==> config.mk <==
export PLATFORM = sky130hd
export DESIGN_NAME = hpb_regs
export DESIGN_NICKNAME = d
export VERILOG_FILES = /design/src/hdl/hpb_pkg.sv /design/src/hdl/hpb_sticky.sv /design/src/hdl/hpb_fault_latch.sv /design/src/hdl/hpb_regs.sv
export SDC_FILE = /design/constraint.sdc
export NUM_CORES = 1
export LEC_CHECK = 0
export ABC_AREA = 0
export BUFFER_PORTS_ARGS = -buffer_cell sky130_fd_sc_hd__buf_4
export CORE_ASPECT_RATIO = 1.75
export CORE_MARGIN = 4
export CORE_UTILIZATION = 40
export DETAILED_ROUTE_END_ITERATION = 7
export PLACE_DENSITY_LB_ADDON = 0.05
export SLEW_MARGIN = 20
export SYNTH_ARGS = -nofsm -noshare
export SYNTH_HDL_FRONTEND = slang
export SYNTH_SLANG_ARGS = --single-unit
==> constraint.sdc <==
create_clock -name CLK_SYS -period 1.65 [get_ports CLK_SYS]
set_input_delay 0 -clock CLK_SYS [delete_from_list [all_inputs] [get_ports CLK_SYS]]
set_output_delay 0 -clock CLK_SYS [all_outputs]
set_load 0.005 [all_outputs]
==> src/hdl/hpb_pkg.sv <==
package hpb_pkg;
  // ****************************************
  // Command bytes
  // ****************************************
  localparam logic [7:0] CMD_SLOT_B_CONTROL = 8'h03;
  localparam logic [7:0] CMD_SLOT_B_STATUS = 8'h05;
  localparam logic [7:0] CMD_SHARED_STATUS = 8'h06;
  // ****************************************
  // Reset values
  // ****************************************
  localparam logic [7:0] SLOT_B_CONTROL_RESET = 8'h00;
  localparam logic [7:0] SHARED_RESET = 8'h00;
  localparam logic [7:0] UNMAPPED_READ = 8'h00;
  // ****************************************
  // Control fields
  // ****************************************
  localparam int CTL_AUX_ENABLE = 0;
  localparam int CTL_MAIN_ENABLE = 1;
  localparam int CTL_FORCE_GATE = 2;
  localparam int CTL_MAIN_PG = 6;
  localparam int CTL_AUX_PG = 7;
  // ****************************************
  // Status fields
  // ****************************************
  localparam int ST_3V3_OC = 0;
  localparam int ST_12V_OC = 2;
  localparam int ST_AUX_OC = 4;
  localparam int ST_AUX_ON = 5;
  localparam int ST_MAIN_ON = 6;
  localparam int ST_FAULT = 7;
  // ****************************************
  // Shared fields
  // ****************************************
  localparam int SH_OVERTEMP = 1;
  localparam int SH_UNDERVOLT = 2;
  localparam int SH_IRQ_MASK = 3;
  localparam int SH_GEN_A = 4;
  localparam int SH_GEN_B = 5;
endpackage

==> src/hdl/hpb_sticky.sv <==
`timescale 1ns/100ps
// Sticky flag, set wins over write-one-to-clear
module hpb_sticky (
  input wire logic clk,
  input wire logic rstn,
  input wire logic set,
  input wire logic clr,
  output logic flag
);
  always_ff @(posedge clk or negedge rstn) begin
    if (!rstn) begin
      flag <= 1'b0;
    end else if (set) begin
      flag <= 1'b1;
    end else if (clr) begin
      flag <= 1'b0;
    end
  end
endmodule

==> src/hdl/hpb_fault_latch.sv <==
`timescale 1ns/100ps
// Fault latch: each cause held until its own enable input drops or active goes low
module hpb_fault_latch (
  input wire logic clk,
  input wire logic rstn,
  input wire logic main_oc,
  input wire logic aux_oc,
  input wire logic main_on,
  input wire logic aux_req,
  input wire logic active,
  output logic fault
);
  logic main_hold;
  logic aux_hold;
  always_ff @(posedge clk or negedge rstn) begin
    if (!rstn) begin
      main_hold <= 1'b0;
    end else if (!active || !main_on) begin
      main_hold <= 1'b0;
    end else if (main_oc) begin
      main_hold <= 1'b1;
    end
  end
  always_ff @(posedge clk or negedge rstn) begin
    if (!rstn) begin
      aux_hold <= 1'b0;
    end else if (!active || !aux_req) begin
      aux_hold <= 1'b0;
    end else if (aux_oc) begin
      aux_hold <= 1'b1;
    end
  end
  assign fault = main_hold | aux_hold;
endmodule

==> src/hdl/hpb_regs.sv <==
`timescale 1ns/100ps
// Operation
// RL1: Control bits enable main and aux supplies
// RL2: Control bit 2 gates force-on input
// RL3: Control bits 7,6 report power good
// RL4: Control register resets to all zeros
// RL5: Power-good pin ANDs bits unless forced
// RL6: Power-good bits ignore force-on input
// RL7: Status bit 7 shows fault asserted
// RL8: Status bits 6,5 show actual outputs
// RL9: Sticky overcurrent flags bits 4,2,0
// RL10: Write one clears overcurrent flag
// RL11: Reads and clears leave fault pin
// RL12: Fault clears when matching enable drops
// RL13: Serial control keeps fault inactive
// RL14: System ties enable inputs low then
// RL15: Force-on low releases fault pin
// RL16: Shared bits 5,4 mirror general inputs
// RL17: Shared bit 3 masks interrupt
// RL18: No alert response address support
// RL19: Undervolt flag only when slot enabled
// RL20: Over-temperature detector sets bit 1
// RL21: Undervolt, overtemp cleared by writing one
// RL22: Interrupt asserts on unmasked set flag
// RL23: Read-only writes ignored, reserved zero
module hpb_regs (
  input wire logic CLK_SYS,
  input wire logic RSTN,
  input wire logic WR_STB,
  input wire logic [7:0] WR_CMD,
  input wire logic [7:0] WR_DATA,
  input wire logic [7:0] RD_CMD,
  output logic [7:0] RD_DATA,
  input wire logic SLOT_B_MAIN_PG_IN,
  input wire logic SLOT_B_AUX_PG_IN,
  input wire logic SLOT_B_MAIN_IS_ON,
  input wire logic SLOT_B_AUX_IS_ON,
  input wire logic SLOT_B_3V3_OC_EVT,
  input wire logic SLOT_B_12V_OC_EVT,
  input wire logic SLOT_B_AUX_OC_EVT,
  input wire logic SLOT_B_MAIN_ON_INPUT,
  input wire logic SLOT_B_AUX_REQUEST_INPUT,
  input wire logic SLOT_B_FORCE_ON_INPUT_N,
  input wire logic SERIAL_MGMT_CONTROL,
  input wire logic SLOT_B_GEN_INPUT,
  input wire logic SLOT_A_GEN_INPUT,
  input wire logic UNDERVOLTAGE_LOCKOUT,
  input wire logic OVERTEMP_DETECT,
  output logic SLOT_B_MAIN_ENABLE,
  output logic SLOT_B_AUX_ENABLE,
  output logic SLOT_B_POWER_GOOD_PIN_OE_N,
  output logic SLOT_B_FAULT_INDICATOR_OE_N,
  output logic IRQ_N
);
  // ****************************************
  // Write decode
  // ****************************************
  // One strobe per register; unmapped commands hit nothing and are dropped
  function automatic logic cmd_hit(input logic stb, input logic [7:0] cmd,
    input logic [7:0] target);
    cmd_hit = stb && (cmd == target);
  endfunction

  // Write-one-to-clear: a zero in the data leaves the flag alone
  function automatic logic w1c(input logic hit, input logic [7:0] data, input int pos);
    w1c = hit && data[pos];
  endfunction

  logic wr_ctl;
  logic wr_st;
  logic wr_sh;
  assign wr_ctl = cmd_hit(WR_STB, WR_CMD, hpb_pkg::CMD_SLOT_B_CONTROL);
  assign wr_st = cmd_hit(WR_STB, WR_CMD, hpb_pkg::CMD_SLOT_B_STATUS);
  assign wr_sh = cmd_hit(WR_STB, WR_CMD, hpb_pkg::CMD_SHARED_STATUS);

  logic clr_3v3;
  logic clr_12v;
  logic clr_aux;
  logic clr_uv;
  logic clr_ot;
  assign clr_3v3 = w1c(wr_st, WR_DATA, hpb_pkg::ST_3V3_OC); // [RL10]
  assign clr_12v = w1c(wr_st, WR_DATA, hpb_pkg::ST_12V_OC); // [RL10]
  assign clr_aux = w1c(wr_st, WR_DATA, hpb_pkg::ST_AUX_OC); // [RL10]
  assign clr_uv = w1c(wr_sh, WR_DATA, hpb_pkg::SH_UNDERVOLT); // [RL21]
  assign clr_ot = w1c(wr_sh, WR_DATA, hpb_pkg::SH_OVERTEMP); // [RL21]

  // ****************************************
  // Control register
  // ****************************************
  logic main_en;
  logic aux_en;
  logic force_gate;
  logic fault;
  logic fault_main_kill;

  always_ff @(posedge CLK_SYS or negedge RSTN) begin
    if (!RSTN) begin
      main_en <= hpb_pkg::SLOT_B_CONTROL_RESET[hpb_pkg::CTL_MAIN_ENABLE]; // [RL4]
    end else if (wr_ctl) begin
      main_en <= WR_DATA[hpb_pkg::CTL_MAIN_ENABLE]; // [RL1]
    end
  end

  always_ff @(posedge CLK_SYS or negedge RSTN) begin
    if (!RSTN) begin
      aux_en <= hpb_pkg::SLOT_B_CONTROL_RESET[hpb_pkg::CTL_AUX_ENABLE]; // [RL4]
    end else if (wr_ctl) begin
      aux_en <= WR_DATA[hpb_pkg::CTL_AUX_ENABLE]; // [RL1]
    end
  end

  always_ff @(posedge CLK_SYS or negedge RSTN) begin
    if (!RSTN) begin
      force_gate <= hpb_pkg::SLOT_B_CONTROL_RESET[hpb_pkg::CTL_FORCE_GATE]; // [RL4]
    end else if (wr_ctl) begin
      force_gate <= WR_DATA[hpb_pkg::CTL_FORCE_GATE]; // [RL2]
    end
  end

  // Supplies on from register or from hardware request pins
  // A latched fault blocks only the request pins; register enables still act
  always_ff @(posedge CLK_SYS or negedge RSTN) begin
    if (!RSTN) begin
      SLOT_B_MAIN_ENABLE <= 1'b0;
    end else begin
      SLOT_B_MAIN_ENABLE <= main_en | (SLOT_B_MAIN_ON_INPUT & ~fault_main_kill); // [RL1]
    end
  end

  always_ff @(posedge CLK_SYS or negedge RSTN) begin
    if (!RSTN) begin
      SLOT_B_AUX_ENABLE <= 1'b0;
    end else begin
      SLOT_B_AUX_ENABLE <= aux_en | (SLOT_B_AUX_REQUEST_INPUT & ~fault_main_kill); // [RL1]
    end
  end

  // ****************************************
  // Overcurrent flags
  // ****************************************
  logic oc_3v3;
  logic oc_12v;
  logic oc_aux;
  hpb_sticky u_oc_3v3 (
    .clk(CLK_SYS),
    .rstn(RSTN),
    .set(SLOT_B_3V3_OC_EVT), // [RL9]
    .clr(clr_3v3), // [RL10]
    .flag(oc_3v3)
  );
  hpb_sticky u_oc_12v (
    .clk(CLK_SYS),
    .rstn(RSTN),
    .set(SLOT_B_12V_OC_EVT), // [RL9]
    .clr(clr_12v), // [RL10]
    .flag(oc_12v)
  );
  hpb_sticky u_oc_aux (
    .clk(CLK_SYS),
    .rstn(RSTN),
    .set(SLOT_B_AUX_OC_EVT), // [RL9]
    .clr(clr_aux), // [RL10]
    .flag(oc_aux)
  );

  // ****************************************
  // Fault state
  // ****************************************
  // Fault latch is independent of the flags, so clearing them leaves the pin
  hpb_fault_latch u_fault (
    .clk(CLK_SYS),
    .rstn(RSTN),
    .main_oc(SLOT_B_3V3_OC_EVT | SLOT_B_12V_OC_EVT),
    .aux_oc(SLOT_B_AUX_OC_EVT),
    .main_on(SLOT_B_MAIN_ON_INPUT), // [RL12]
    .aux_req(SLOT_B_AUX_REQUEST_INPUT), // [RL12]
    .active(~SERIAL_MGMT_CONTROL), // [RL13]
    .fault(fault)
  ); // [RL11]
  assign fault_main_kill = fault;

  // ****************************************
  // Shared register
  // ****************************************
  logic irq_mask;
  logic uv_flag;
  logic ot_flag;
  logic uv_set;
  // Lockout only counts while the slot is meant to be powered
  assign uv_set = UNDERVOLTAGE_LOCKOUT & (SLOT_B_MAIN_ON_INPUT | main_en); // [RL19]
  always_ff @(posedge CLK_SYS or negedge RSTN) begin
    if (!RSTN) begin
      irq_mask <= hpb_pkg::SHARED_RESET[hpb_pkg::SH_IRQ_MASK];
    end else if (wr_sh) begin
      irq_mask <= WR_DATA[hpb_pkg::SH_IRQ_MASK]; // [RL17]
    end
  end
  hpb_sticky u_uv (
    .clk(CLK_SYS),
    .rstn(RSTN),
    .set(uv_set), // [RL19]
    .clr(clr_uv), // [RL21]
    .flag(uv_flag)
  );
  hpb_sticky u_ot (
    .clk(CLK_SYS),
    .rstn(RSTN),
    .set(OVERTEMP_DETECT), // [RL20]
    .clr(clr_ot), // [RL21]
    .flag(ot_flag)
  );

  // ****************************************
  // Pins
  // ****************************************
  logic force_active;
  logic pg_both;
  logic irq_src;
  assign force_active = ~SLOT_B_FORCE_ON_INPUT_N & ~force_gate; // [RL2]
  assign pg_both = SLOT_B_MAIN_PG_IN & SLOT_B_AUX_PG_IN; // [RL5]
  assign irq_src = oc_3v3 | oc_12v | oc_aux | uv_flag | ot_flag; // [RL22]

  // Open drain: driving low means not good; released means good
  always_ff @(posedge CLK_SYS or negedge RSTN) begin
    if (!RSTN) begin
      SLOT_B_POWER_GOOD_PIN_OE_N <= 1'b1;
    end else begin
      SLOT_B_POWER_GOOD_PIN_OE_N <= pg_both & ~force_active; // [RL5]
    end
  end

  // Fault drives low; force-on low releases it regardless of gate
  always_ff @(posedge CLK_SYS or negedge RSTN) begin
    if (!RSTN) begin
      SLOT_B_FAULT_INDICATOR_OE_N <= 1'b1;
    end else begin
      SLOT_B_FAULT_INDICATOR_OE_N <= ~(fault & SLOT_B_FORCE_ON_INPUT_N); // [RL15] [RL13]
    end
  end

  // Mask gates only the pin; flags keep collecting while masked
  always_ff @(posedge CLK_SYS or negedge RSTN) begin
    if (!RSTN) begin
      IRQ_N <= 1'b1;
    end else begin
      IRQ_N <= ~(irq_src & ~irq_mask); // [RL22] [RL17]
    end
  end

  // ****************************************
  // Read views
  // ****************************************
  logic [7:0] ctl_view;
  logic [7:0] st_view;
  logic [7:0] sh_view;
  // Unlisted bits stay zero, which covers every reserved position [RL23]
  always_comb begin
    ctl_view = hpb_pkg::UNMAPPED_READ;
    ctl_view[hpb_pkg::CTL_AUX_PG] = SLOT_B_AUX_PG_IN; // [RL3] [RL6]
    ctl_view[hpb_pkg::CTL_MAIN_PG] = SLOT_B_MAIN_PG_IN; // [RL3] [RL6]
    ctl_view[hpb_pkg::CTL_FORCE_GATE] = force_gate;
    ctl_view[hpb_pkg::CTL_MAIN_ENABLE] = main_en;
    ctl_view[hpb_pkg::CTL_AUX_ENABLE] = aux_en;
  end
  always_comb begin
    st_view = hpb_pkg::UNMAPPED_READ;
    st_view[hpb_pkg::ST_FAULT] = fault; // [RL7] [RL13]
    st_view[hpb_pkg::ST_MAIN_ON] = SLOT_B_MAIN_IS_ON; // [RL8]
    st_view[hpb_pkg::ST_AUX_ON] = SLOT_B_AUX_IS_ON; // [RL8]
    st_view[hpb_pkg::ST_AUX_OC] = oc_aux; // [RL9]
    st_view[hpb_pkg::ST_12V_OC] = oc_12v; // [RL9]
    st_view[hpb_pkg::ST_3V3_OC] = oc_3v3; // [RL9]
  end
  always_comb begin
    sh_view = hpb_pkg::UNMAPPED_READ;
    sh_view[hpb_pkg::SH_GEN_B] = SLOT_B_GEN_INPUT; // [RL16]
    sh_view[hpb_pkg::SH_GEN_A] = SLOT_A_GEN_INPUT; // [RL16]
    sh_view[hpb_pkg::SH_IRQ_MASK] = irq_mask;
    sh_view[hpb_pkg::SH_UNDERVOLT] = uv_flag;
    sh_view[hpb_pkg::SH_OVERTEMP] = ot_flag;
  end

  // ****************************************
  // Read mux
  // ****************************************
  // No alert response address: host polls these registers [RL18]
  always_ff @(posedge CLK_SYS or negedge RSTN) begin
    if (!RSTN) begin
      RD_DATA <= hpb_pkg::UNMAPPED_READ;
    end else begin
      case (RD_CMD)
        hpb_pkg::CMD_SLOT_B_CONTROL: begin
          RD_DATA <= ctl_view;
        end
        hpb_pkg::CMD_SLOT_B_STATUS: begin
          RD_DATA <= st_view;
        end
        hpb_pkg::CMD_SHARED_STATUS: begin
          RD_DATA <= sh_view;
        end
        default: begin
          RD_DATA <= hpb_pkg::UNMAPPED_READ; // [RL23]
        end
      endcase
    end
  end
endmodule

==> results.sh <==
export IMPL_outcome="finished clean"
export IMPL_syn_inst=89
export IMPL_cts_resized=0
export IMPL_tightest_slew_ns=0.434
export IMPL_drive_gt1_frac=0.384
export IMPL_ys_seq_elements=24
export IMPL_vias_per_cell=5.21
export IMPL_yosysMostFrequentCell="dfrtp_1"
export IMPL_setup_tns_ns=0
export IMPL_dr_pass1_iters=4
export IMPL_dr_wl_met2_um=1500
export IMPL_dieArea_mm2=0.00350
export IMPL_numClockSinks=24
export IMPL_critical_path_endpoint_type="register"
export IMPL_cp_start_kind="register"
export IMPL_die_h_um=75.4
export IMPL_grt_usage=0.171
export IMPL_cp_depth=3
export IMPL_seqCellArea_um2=604
export IMPL_antenna_found_initial=0
export IMPL_grt_max_degree=25
export IMPL_ir_worst_vdd_v=0.000625
export IMPL_slew_violations=0
export IMPL_yosys_warnings=0
export IMPL_wl_per_cell_um=14.2
export IMPL_synthTopCellsByArea="dfrtp_1 (51%), dfstp_2 (7.6%), a21o_1 (4.3%), mux2_2 (4.3%), nand4_1 (3.0%)"
export IMPL_clock_path_buffers=2
export IMPL_top_register="RD_DATA"
export IMPL_n_antenna_cell=0
export IMPL_required_ns=1.87
export IMPL_r2r_cells=3
export IMPL_synth_flop_cell="dfrtp_1"
export IMPL_synth_edff_count=0
export IMPL_met3_length_um=241
export IMPL_cts_max_level=1
export IMPL_critPathMaxStageDelay_ns=0.57
export IMPL_ant_nets=0
export IMPL_powerDensity_mw_per_mm2=773
export IMPL_worstHoldPathType="in2reg"
export IMPL_async_flop_share=1.00
export IMPL_cts_root_buf="clkbuf_8"
export IMPL_grt_ovfl_total=0
export IMPL_cp_cell_sequence="nor2_1, nor3b_1, dlygate4sd3_1"
export IMPL_synthToLayoutAreaGrowth_pct=66.2
export IMPL_rsz0062_at_grt="false"
export IMPL_syn_nets=131
export IMPL_fp_row_count=24
export IMPL_placed_area_mm2=0.00145
export IMPL_drtIter0Drc=27
export IMPL_place_congestion=0.785
export IMPL_worst_path_buf_inv=1
export IMPL_max_cap_viol_count=0
export IMPL_avgSynthCellArea_um2=11.7
export IMPL_final_nets=207
export IMPL_power_leakage_nw=0.823
export IMPL_start_util=0.416
export IMPL_die_w_um=46.5
export IMPL_cts_tree="done"
export IMPL_whs_path_depth=3
export IMPL_ys_seq_area_frac=0.583
export IMPL_final_area_mm2=0.00172
export IMPL_maxSlewHeadroom=0.708
export IMPL_syn_area_mm2=0.00104
export IMPL_grt_pass1_wl_um=4240
export IMPL_critPathArrivalTime_ns=1.49
export IMPL_met1Wirelength_um=898
export IMPL_hpwl_um=2060
export IMPL_num_vias=989
export IMPL_finalHoldViolCount=0
export IMPL_coreArea_mm2=0.00249
export IMPL_cp_max_fo=4
export IMPL_largest_register_ffs=8
export IMPL_min_period_ns=1.27
export IMPL_port_buffers=51
export IMPL_hold_buffers=20
export IMPL_cts_buffers=3
export IMPL_postCtsSetupBuffers=0
export IMPL_synth_top_area_share=0.507
export IMPL_slowest_stage="dlygate4sd3_1"
export IMPL_drc=0
export IMPL_skew_ns=0.00974
export IMPL_drt_wl_total_um=2700
export IMPL_fmax_mhz=787
export IMPL_fin_crit_sh=0.770
export IMPL_synthDistinctLibCells=28
export IMPL_num_fill_cells=203
export IMPL_ios=55
export IMPL_grt_pass1_vias=1002
export IMPL_setup_viol=0
export IMPL_routed_top_layer="met4"
export IMPL_clk_latency_ns=0.28
export IMPL_synth_commonest_cells="dfrtp_1 (21), nor2_1 (8), a21o_1 (6)"
export IMPL_clkTransAtPathRegs_ns=0.09
export IMPL_multi_input_area_um2=425
export IMPL_critPathKind="reg2reg"
export IMPL_yosysTopAreaCell="dfrtp_1"
export IMPL_crit_family="buffers and inverters"
==> cells by family after synthesis <==
| family | synth area share |
|---|---|
| AO/OA/AOI/OAI | 0.134 |
| buffers and inverters | 0.00724 |
| flip-flops | 0.583 |
| multiplexers | 0.0434 |
| AND/OR/NAND/NOR | 0.233 |
==> worst paths after layout <==
path | slack [ns] | endpoint | start
max in group asynchronous | 1.21 | IRQ_N | RSTN
min in group asynchronous | 0.15 | RD_DATA[1] | RSTN
worst max-delay path | 0.38 | u_fault.aux_hold | u_fault.aux_hold
worst min-delay path | 0.004 | RD_DATA[6] | SLOT_B_MAIN_PG_IN
worst min register to register | 0.51 | IRQ_N | u_oc_3v3.flag
worst max register to register | 0.38 | u_fault.aux_hold | u_fault.aux_hold
==> cell type report <==
class,count,share of cell area
inverters,2,0.00435
clock buffers,3,0.0239
clock inverters,1,0.0174
well taps,26,0.0189
flip-flops and latches,24,0.351
repair buffers,71,0.338
multi-input cells,63,0.247
==> worst reg2reg max path: cells and delay by family, from the launching register on <==
| family | cells | cell delay (ns) |
|---|---|---|
| flip-flops | 1 | 0.40 |
| buffers and inverters | 1 | 0.57 |
| AND/OR/NAND/NOR | 2 | 0.25 |
==> metrics by stage <==
step / total power, W / hold slack (ns) / setup slack [ns] / utilization / instances
finish: 0.00133 / 0.00410 / 0.380 / 0.692 / 190
global route: 0.00138 / 0.0173 / 0.307 / 0.692 / 190
CTS: 0.00133 / 0.0143 / 0.388 / 0.692 / 190
detailed placement: 0.000785 / -0.0861 / 0.469 / 0.583 / 166
global placement: 0.000781 / -0.0919 / 0.467 / 0.583 / 166
floorplan: 0.000667 / -0.296 / 0.593 / - / 89
==> power by group <==
part           total [W]  leakage [nW]  internal, W  switching [W]
clock network   0.000524        0.0357     0.000325       0.000199
registers       0.000615         0.293     0.000605     0.00000928
logic           0.000194         0.494     0.000124      0.0000698
total            0.00133         0.823      0.00105       0.000278
==> metal layers <==
| metal | up-vias | GRT usage |
|---|---|---|
| met5 | - | 0 |
| met4 | 0 | 0.0854 |
| met3 | 5 | 0.0236 |
| met2 | 47 | 0.319 |
| met1 | 456 | 0.174 |
| li1 | 481 | - |
==> placed cells by master, fill, tap and decap left out, types with 2 or more instances in the layout <==
master and instances:
a21o_1 6, a22oi_1 4, and2_1 2, and3b_1 2, buf_4 51, clkbuf_8 3
dfrtp_1 21, dfstp_2 3, dlygate4sd3_1 20, inv_1 2, mux2_2 4, nand2_1 4
nand3_1 3, nand4_1 5, nor2_1 8, nor2b_1 4, nor3b_1 3, o21ai_0 5
(Power assumes the default switching activity.)
